[config.mk]
export PLATFORM = sky130hd
export DESIGN_NAME = stc_top
export DESIGN_NICKNAME = d
export VERILOG_FILES = /design/src/stc_pkg.sv /design/src/stc_top.sv /design/src/stc_counter.sv
export VERILOG_INCLUDE_DIRS = /design/src
export SDC_FILE = /design/constraint.sdc
export NUM_CORES = 1
export LEC_CHECK = 0
export ABC_AREA = 0
export BUFFER_PORTS_ARGS = -buffer_cell sky130_fd_sc_hd__buf_2
export CORE_ASPECT_RATIO = 1.5
export CORE_MARGIN = 2
export CORE_UTILIZATION = 57
export DETAILED_ROUTE_END_ITERATION = 8
export PLACE_DENSITY = 0.88
export SYNTH_ARGS = -nofsm -noshare
export SYNTH_HDL_FRONTEND = slang
export SYNTH_HIERARCHICAL = 1
export SYNTH_SLANG_ARGS = --single-unit
[constraint.sdc]
create_clock -name clk -period 4.55 [get_ports clk]
set_clock_uncertainty 0.15 [all_clocks]
set_input_delay 0.2275 -clock clk [delete_from_list [all_inputs] [get_ports clk]]
set_output_delay 0.2275 -clock clk [all_outputs]
set_load 0.02 [all_outputs]
[src/stc_params.svh]
`ifndef STC_PARAMS_SVH
`define STC_PARAMS_SVH

// register addresses as the processor sees them
`define STC_ADDR_AUX 32'hfff82010
`define STC_ADDR_UPPER 32'hfff82018
`define STC_ADDR_LOWER 32'hfff8201c
`define STC_ADDR_OPCFG 32'hfff82034
`define STC_ADDR_SETCMD 32'hfff82038
`define STC_ADDR_CLRCMD 32'hfff8203c

// auxiliary control: counter mode field
`define STC_MODE_MSB 6
`define STC_MODE_LSB 4
`define STC_MODE_DIRECT 3'h6
`define STC_MODE_DIV16 3'h7

// output configuration fields
`define STC_SPKCFG_BIT 4
`define STC_ROUTE_MSB 3
`define STC_ROUTE_LSB 2
`define STC_ROUTE_WAVE 2'h1

// output port bit positions
`define STC_SPK_BIT 4
`define STC_WAVE_BIT 3
`define STC_STROBE_BIT 6
`define STC_SELECT_BIT 7

// divide-by-sixteen prescaler terminal value
`define STC_DIV16_LAST 4'hf
`define STC_DIV_RST 4'h0
`define STC_DIV_STEP 4'h1

// reset values
`define STC_AUX_RST 8'h00
`define STC_OPCFG_RST 8'h00
`define STC_OPR_RST 8'h00
`define STC_CNT_RST 16'h0000
`define STC_BYTE_ZERO 8'h00

`endif

[src/stc_pkg.sv]
`default_nettype none

package stc_pkg;

	typedef logic [7:0] stc_byte_t;

	// one bus request as it stands on the processor pins
	typedef struct packed {
		logic wr;
		logic rd;
		logic [31:0] addr;
		logic [7:0] wdata;
	} stc_req_s;

	typedef enum logic [1:0] {
		STC_CLK_OFF = 2'b00,
		STC_CLK_DIRECT = 2'b01,
		STC_CLK_DIV16 = 2'b10
	} stc_clk_sel_e;

endpackage

`default_nettype wire

[src/stc_top.sv]
`timescale 1ns/1ps
`default_nettype none
`include "stc_params.svh"

module stc_top (
	input wire logic clk,
	input wire logic reset,
	input wire logic bus_wr,
	input wire logic bus_rd,
	input wire logic [31:0] bus_addr,
	input wire logic [7:0] bus_wdata,
	output logic [7:0] bus_rdata,
	output logic bus_ack,
	input wire logic ext_clk_in,
	output logic [7:0] port_out,
	output logic par_strobe,
	output logic par_select
);

	function automatic logic addr_is(input logic [31:0] a, input logic [31:0] match);
		addr_is = (a == match);
	endfunction

	// bus pins come from the processor's clock domain
	stc_pkg::stc_req_s req_meta_q;
	stc_pkg::stc_req_s req_sync_q;
	logic strobe_prev_q;
	logic strobe_old_q;
	logic ext_meta_q;
	logic ext_sync_q;
	logic ext_prev_q;

	logic [7:0] aux_q;
	logic [7:0] aux_d;
	logic [7:0] opcfg_q;
	logic [7:0] opcfg_d;
	logic [7:0] opr_q;
	logic [7:0] opr_d;
	logic [15:0] preload_q;
	logic [15:0] preload_d;
	logic run_q;
	logic run_d;
	logic [3:0] div_q;
	logic [3:0] div_d;
	logic [7:0] port_q;
	logic [7:0] port_d;
	logic [7:0] rdata_q;
	logic [7:0] rdata_d;
	logic ack_q;
	logic ack_d;
	logic strobe_q;
	logic strobe_d;
	logic select_q;
	logic select_d;

	logic [15:0] cnt_value;
	logic cnt_wave;

	stc_pkg::stc_req_s req_pins;
	assign req_pins = '{wr: bus_wr, rd: bus_rd, addr: bus_addr, wdata: bus_wdata};

	always_ff @(posedge clk or posedge reset) begin
		if (reset) begin
			req_meta_q <= '0;
			req_sync_q <= '0;
			strobe_prev_q <= 1'b0;
			strobe_old_q <= 1'b0;
			ext_meta_q <= 1'b0;
			ext_sync_q <= 1'b0;
			ext_prev_q <= 1'b0;
		end else begin
			req_meta_q <= req_pins;
			req_sync_q <= req_meta_q;
			strobe_prev_q <= req_sync_q.wr | req_sync_q.rd;
			strobe_old_q <= strobe_prev_q;
			ext_meta_q <= ext_clk_in;
			ext_sync_q <= ext_meta_q;
			ext_prev_q <= ext_sync_q;
		end
	end

	// one access per strobe, taken one synced cycle after the strobe rises:
	// address and data bits that moved with the strobe may resolve a cycle late
	wire strobe_now = req_sync_q.wr | req_sync_q.rd;
	wire access_go = strobe_now & strobe_prev_q & ~strobe_old_q;
	wire do_wr = access_go & req_sync_q.wr;
	wire do_rd = access_go & req_sync_q.rd & ~req_sync_q.wr;
	wire [7:0] wdata = req_sync_q.wdata;

	wire hit_aux = addr_is(req_sync_q.addr, `STC_ADDR_AUX);
	wire hit_upper = addr_is(req_sync_q.addr, `STC_ADDR_UPPER);
	wire hit_lower = addr_is(req_sync_q.addr, `STC_ADDR_LOWER);
	wire hit_opcfg = addr_is(req_sync_q.addr, `STC_ADDR_OPCFG);
	wire hit_set = addr_is(req_sync_q.addr, `STC_ADDR_SETCMD);
	wire hit_clr = addr_is(req_sync_q.addr, `STC_ADDR_CLRCMD);

	wire wr_aux = do_wr & hit_aux;
	wire wr_upper = do_wr & hit_upper;
	wire wr_lower = do_wr & hit_lower;
	wire wr_opcfg = do_wr & hit_opcfg;
	wire wr_set = do_wr & hit_set;
	wire wr_clr = do_wr & hit_clr;
	wire rd_set = do_rd & hit_set;
	wire rd_clr = do_rd & hit_clr;

	wire [7:0] set_mask = wr_set ? wdata : `STC_BYTE_ZERO;
	wire [7:0] clr_mask = wr_clr ? wdata : `STC_BYTE_ZERO;

	wire [2:0] mode_field = aux_q[`STC_MODE_MSB:`STC_MODE_LSB];
	wire [1:0] route_field = opcfg_q[`STC_ROUTE_MSB:`STC_ROUTE_LSB];
	wire ext_rise = ext_sync_q & ~ext_prev_q;

	stc_pkg::stc_clk_sel_e clk_sel;
	assign clk_sel = (mode_field == `STC_MODE_DIRECT) ? stc_pkg::STC_CLK_DIRECT :
		(mode_field == `STC_MODE_DIV16) ? stc_pkg::STC_CLK_DIV16 : stc_pkg::STC_CLK_OFF;

	logic cnt_tick;
	always_comb begin
		case (clk_sel)
			stc_pkg::STC_CLK_DIRECT: cnt_tick = ext_rise;
			stc_pkg::STC_CLK_DIV16: cnt_tick = ext_rise & (div_q == `STC_DIV16_LAST);
			default: cnt_tick = 1'b0;
		endcase
	end

	always_comb begin
		aux_d = wr_aux ? wdata : aux_q;
		opcfg_d = wr_opcfg ? wdata : opcfg_q;
		opr_d = (opr_q | set_mask) & ~clr_mask;
		preload_d = preload_q;
		if (wr_upper) begin
			preload_d[15:8] = wdata;
		end
		if (wr_lower) begin
			preload_d[7:0] = wdata;
		end
		run_d = rd_set ? 1'b1 : (rd_clr ? 1'b0 : run_q);
		div_d = ext_rise ? div_q + `STC_DIV_STEP : div_q;
	end

	// port pins are the inverse of the port register; routed bits may be overridden
	always_comb begin
		port_d = ~opr_q;
		if (route_field == `STC_ROUTE_WAVE) begin
			port_d[`STC_WAVE_BIT] = cnt_wave;
		end
		if (opcfg_q[`STC_SPKCFG_BIT]) begin
			port_d[`STC_SPK_BIT] = cnt_wave;
		end else begin
			port_d[`STC_SPK_BIT] = ~opr_q[`STC_SPK_BIT];
		end
		strobe_d = ~opr_q[`STC_STROBE_BIT];
		select_d = ~opr_q[`STC_SELECT_BIT];
	end

	// reads return the live count; command and write-only addresses read as zero
	always_comb begin
		rdata_d = rdata_q;
		if (do_rd) begin
			rdata_d = hit_upper ? cnt_value[15:8] : (hit_lower ? cnt_value[7:0] : `STC_BYTE_ZERO);
		end
		ack_d = access_go ? 1'b1 : (strobe_now ? ack_q : 1'b0);
	end

	always_ff @(posedge clk or posedge reset) begin
		if (reset) begin
			aux_q <= `STC_AUX_RST;
			opcfg_q <= `STC_OPCFG_RST;
			opr_q <= `STC_OPR_RST;
			preload_q <= `STC_CNT_RST;
			run_q <= 1'b0;
			div_q <= `STC_DIV_RST;
			port_q <= ~`STC_OPR_RST;
			strobe_q <= 1'b1;
			select_q <= 1'b1;
			rdata_q <= `STC_BYTE_ZERO;
			ack_q <= 1'b0;
		end else begin
			aux_q <= aux_d;
			opcfg_q <= opcfg_d;
			opr_q <= opr_d;
			preload_q <= preload_d;
			run_q <= run_d;
			div_q <= div_d;
			port_q <= port_d;
			strobe_q <= strobe_d;
			select_q <= select_d;
			rdata_q <= rdata_d;
			ack_q <= ack_d;
		end
	end

	stc_counter #(
		.WIDTH(16)
	) u_counter (
		.clk(clk),
		.reset(reset),
		.start(rd_set),
		.run(run_q),
		.tick(cnt_tick),
		.preload(preload_q),
		.count(cnt_value),
		.wave(cnt_wave)
	);

	assign bus_rdata = rdata_q;
	assign bus_ack = ack_q;
	assign port_out = port_q;
	assign par_strobe = strobe_q;
	assign par_select = select_q;

	chk_set_spk_low: assert property (@(posedge clk) disable iff (reset)
		(wr_set && wdata[`STC_SPK_BIT] && !opcfg_q[`STC_SPKCFG_BIT]) |-> ##2 !port_q[`STC_SPK_BIT])
		else $error("set command did not drive port 4 low");

	chk_clr_spk_high: assert property (@(posedge clk) disable iff (reset)
		(wr_clr && wdata[`STC_SPK_BIT] && !opcfg_q[`STC_SPKCFG_BIT]) |-> ##2 port_q[`STC_SPK_BIT])
		else $error("reset command did not drive port 4 high");

	chk_zero_keeps: assert property (@(posedge clk) disable iff (reset)
		((wr_set || wr_clr) && !wdata[`STC_SPK_BIT]) |=> $stable(opr_q[`STC_SPK_BIT]))
		else $error("zero in command bit 4 changed the port register");

	chk_wave_route: assert property (@(posedge clk) disable iff (reset)
		(route_field == `STC_ROUTE_WAVE) |=> (port_q[`STC_WAVE_BIT] == $past(cnt_wave)))
		else $error("port 3 does not follow the counter waveform");

	chk_plain_spk: assert property (@(posedge clk) disable iff (reset)
		!opcfg_q[`STC_SPKCFG_BIT] |=> (port_q[`STC_SPK_BIT] == !$past(opr_q[`STC_SPK_BIT])))
		else $error("port 4 does not follow the port register");

	chk_start_stop: assert property (@(posedge clk) disable iff (reset)
		(rd_set |=> run_q) and (rd_clr |=> !run_q))
		else $error("start or stop read did not take effect");

	chk_upper_load: assert property (@(posedge clk) disable iff (reset)
		wr_upper |=> (preload_q[15:8] == $past(wdata) && $stable(preload_q[7:0])))
		else $error("high byte write did not load bits 15 to 8");

	chk_div16_tick: assert property (@(posedge clk) disable iff (reset)
		(clk_sel == stc_pkg::STC_CLK_DIV16 && cnt_tick) |=> (div_q == `STC_DIV_RST))
		else $error("divided clock ticked off its sixteenth edge");

	chk_strobe_ack: assert property (@(posedge clk) disable iff (reset)
		access_go |=> bus_ack ##1 (bus_ack || !strobe_now))
		else $error("access was not acknowledged");

	chk_par_lines: assert property (@(posedge clk) disable iff (reset)
		(wr_set && wdata[`STC_STROBE_BIT]) |-> ##2 !par_strobe)
		else $error("strobe line did not follow set command");

endmodule
`default_nettype wire

[src/stc_counter.sv]
`timescale 1ns/1ps
`default_nettype none
`include "stc_params.svh"

module stc_counter #(
	parameter int WIDTH = 16
) (
	input wire logic clk,
	input wire logic reset,
	input wire logic start,
	input wire logic run,
	input wire logic tick,
	input wire logic [WIDTH-1:0] preload,
	output logic [WIDTH-1:0] count,
	output logic wave
);

	logic [WIDTH-1:0] count_q;
	logic [WIDTH-1:0] count_d;
	logic wave_q;
	logic wave_d;
	wire terminal = (count_q <= WIDTH'(1));

	always_comb begin
		count_d = count_q;
		wave_d = wave_q;
		if (start) begin
			count_d = preload;
			wave_d = 1'b0;
		end else if (run && tick) begin
			if (terminal) begin
				count_d = preload;
				wave_d = ~wave_q;
			end else begin
				count_d = count_q - WIDTH'(1);
			end
		end
	end

	always_ff @(posedge clk or posedge reset) begin
		if (reset) begin
			count_q <= '0;
			wave_q <= 1'b0;
		end else begin
			count_q <= count_d;
			wave_q <= wave_d;
		end
	end

	assign count = count_q;
	assign wave = wave_q;

	chk_reload_toggle: assert property (@(posedge clk) disable iff (reset)
		(run && tick && !start && terminal) |=> (count_q == $past(preload) && wave_q != $past(wave_q)))
		else $error("counter did not reload and toggle at terminal count");

	chk_count_down: assert property (@(posedge clk) disable iff (reset)
		(run && tick && !start && !terminal) |=> (count_q == $past(count_q) - WIDTH'(1) && $stable(wave_q)))
		else $error("counter did not step down by one");

	chk_idle_hold: assert property (@(posedge clk) disable iff (reset)
		(!run && !start) |=> $stable(count_q))
		else $error("stopped counter changed");

endmodule
`default_nettype wire

==> key figures <==
STA
  – Worst-Margin Slew: 1.10 ns
  – Slack of the critical path: 1.26 ns
  – Setup TNS: 0 ns
  – Hold_ws: 0.197 ns
  – Fin crit period: 3.29 ns
  – Worst slew margin: 26.7%
  – RSZ-0062 raised after global routing: no
  – Max Slew Vio Count: 0
  – Final Hold Fails: 0
  – Endpoints failing setup: 0
  – Period utilization: 72.2%
  – Max Freq: 304 MHz

Clock network
  – CTS root buf: clkbuf_16
  – CTS max path bufs: 2
  – CTS tree: built
  – Cts bufs inserted: 17
  – Worst-path clk slew: 0.06 ns
  – Clk_lat worst skew: 0.42 ns
  – Postcts setup bufs: 0
  – Clk sinks: 158
  – CTS H-tree lvls: 4

Hold path
  – Hold_sp: req_meta_q[22]
  – Hold Path End: req_sync_q[22]
  – Hold Path Depth: 0
  – Hold Crit Class: flip-flop to flip-flop

Worst setup path
  – CP max FO: 17
  – Reg2reg start: req_sync_q[20]
  – CP required: 4.73 ns
  – CP max stage delay: 0.60 ns
  – R2r endpoint: u_counter/count[5]
  – Worst setup EP type: flip-flop
  – FF-to-FF setup slack: 1.26 ns
  – Worst Path Class, Setup: flip-flop to flip-flop
  – CP max-delay cell: or4b_4
  – Critical Path, Cell by Cell: or4b_4 > or3_1 > nor4b_2 > buf_4 > clkinv_1 > nand2_1 > o22ai_1 > a41o_1 > nor3_1
  – WP data arrival: 3.47 ns
  – FF-to-FF path depth: 9
  – Worst setup SP type: flip-flop

Routing
  – Drt first pass iters: 6
  – Routed WL: 16.5 mm
  – Vias/cell: 6.19
  – # DRC: 0
  – Initial DRC Count: 440
  – Via count: 4166
  – Wirelength per Cell: 24.5 um
  – DRT antenna net count: 0

Outcome
  – Outcome: complete, no violations

Floorplanning
  – Die height: 127 um
  – Row count: 45
  – CORE AREA: 10000 um2
  – Initial Util: 57.7%
  – Die area: 11000 um2
  – I/O pin count: 64
  – Die width: 86.2 um

Place
  – Dpl ws: 1.32 ns
  – Final GP Congestion: 0.907
  – Dpl cell area: 6220 um2
  – Port bufs: 63
  – Post-DP HPWL: 8.76 mm

Synth
  – Syn_nets: 477
  – Yosys reg bits: 158
  – Cells after synthesis: 429
  – Seq/Total Area, Yosys: 68.6%
  – Mapped Area: 5780 um2
  – Syn. warnings: 6
  – Async SR Flop Fraction: 100%
  – Synth unique cells: 57
  – Syn avg cell area: 13.5 um2
  – Top FF cell, synth: dfrtp_1
  – Number of synthesized flops with an enable pin: 0

Finish
  – Finished Cell Area: 7290 um2
  – Diodes inserted: 0
  – Nets: 591
  – Layout cells sized above 1: 25.5%
  – P&R area growth vs syn: 26.0%
  – Fill cells: 583

Pwr
  – PwrDens: 435 nW/um2
  – Peak supply drop: 0.000489 V
  – Pleak: 3.42 nW
  – Final Power: 3.17 mW

Job
  – Max Cap Viol: 0

GRT
  – Global route total overflow: 0
  – Initial antenna violation count: 0
  – Largest net degree at the start of global routing: 75
  – First-pass GRT wire length: 25.8 mm
  – GRT Util Overall: 32.6%
  – Vias in the first global route: 4533
per-layer routing:
layer | GRT usage, % | vias up | part of all wire (%)
li1 | - | 1783 | -
met1 | 36.7 | 2098 | 35
met2 | 55.6 | 218 | 54
met3 | 7.75 | 67 | 5.3
met4 | 19.5 | 0 | 5.9
met5 | 0 | - | 0
layout by cell type, fill, tap and decap left out, drive strengths merged, types with 8 or more instances in the layout:
cell | netlist | final
a21oi | 9 | 9
buf | 5 | 68
clkbuf | 12 | 19
dfrtp | 150 | 150
dfstp | 8 | 8
dlygate4sd3 | 0 | 44
inv | 18 | 20
mux2 | 23 | 23
mux2i | 20 | 20
nand2 | 21 | 21
nand3 | 8 | 8
nand4 | 16 | 16
nor2 | 17 | 17
nor3 | 24 | 24
o21ai | 21 | 21
or4 | 12 | 12
final cells by class:
type,count,area [um2],area share [%]
Tap cell,117,146,2.01
Sequential cell,158,3960,54.4
Clock inverter,13,188,2.58
Inverter,19,73.8,1.01
Multi-Input combinational cell,235,1680,23.0
Timing Repair Buffer,112,793,10.9
Clock buffer,19,443,6.08
power by group:
part           switching, mW  internal [mW]
logic                 0.0666         0.0672
registers             0.0518           1.47
clock network          0.585          0.938
total                  0.703           2.47
cells by family after synthesis:
kind of cell	Yosys count	share of synthesized area [%]
flops	158	68.6
simple gates	132	13.8
compound gates	53	5.97
mux	43	7.94
buf+inv	36	2.51
xor+xnor	4	0.606
fa+ha+maj	3	0.649
state kept, by name, indices dropped and copies added, names as in the netlist, 3 cells and up:
signal,cells
opcfg_q,3
wdata,8
req_sync_q,34
aux_q,3
div_q,4
opr_q,8
bus_rdata,8
u_counter/count,16
preload_q,16
req_meta_q,42
port_out,8
Yosys cell counts (3+ instances only):
library cell    n  share of area (%)
a21oi_1         9               0.78
dfstp_2         8                3.6
nand3_1         8               0.69
or4_1          11                1.4
nor4_1          5               0.54
xnor2_1         3               0.45
nor2_1         17                1.1
nor3_1         24                2.1
nand2_1        21                1.4
dfrtp_1       150                 65
nand4_1        15                1.6
o21ai_0        10               0.87
nand4b_1        5               0.76
mux2i_1        20                3.5
ha_1            3               0.65
inv_1          18                1.2
o211ai_1        3               0.39
mux2_2         23                4.5
nor2b_1         3               0.32
a22oi_1         3               0.39
o21ai_1        11               0.95
clkbuf_1       12               0.78
or3_1           6               0.65
worst max-delay path, delay by kind of cell (launching register included):
family	cells	cell delay (ns)
AND/OR/NAND/NOR	5	1.79
AO/OA/AOI/OAI	2	0.34
buffers and inverters	2	0.55
flip-flops	1	0.36
what timing repair did:
action,4_1_cts,5_1_grt
endpoints found under the setup margin,0,0
hold buffers,44,0
endpoints found under the hold margin,129,0
resized for setup,0,0
stage by stage:
stage / util (%) / instances
after floorplan: - / 429
after global placement: 62.0 / 597
after detailed placement: 62.0 / 597
after CTS: 72.7 / 673
after global routing: 72.7 / 673
final: 72.7 / 673
worst max-delay path by stage:
stage                               from                 end  cells past startpoint
after floorplan                    reset            aux_q[4]                      1
after global placement    req_sync_q[20]  u_counter/count[5]                      9
after detailed placement  req_sync_q[20]  u_counter/count[5]                      9
after CTS                 req_sync_q[20]  u_counter/count[5]                      9
after global routing      req_sync_q[20]  u_counter/count[5]                      9
final                     req_sync_q[20]  u_counter/count[5]                      9
Note: power is estimated with default switching activity, not from simulation.
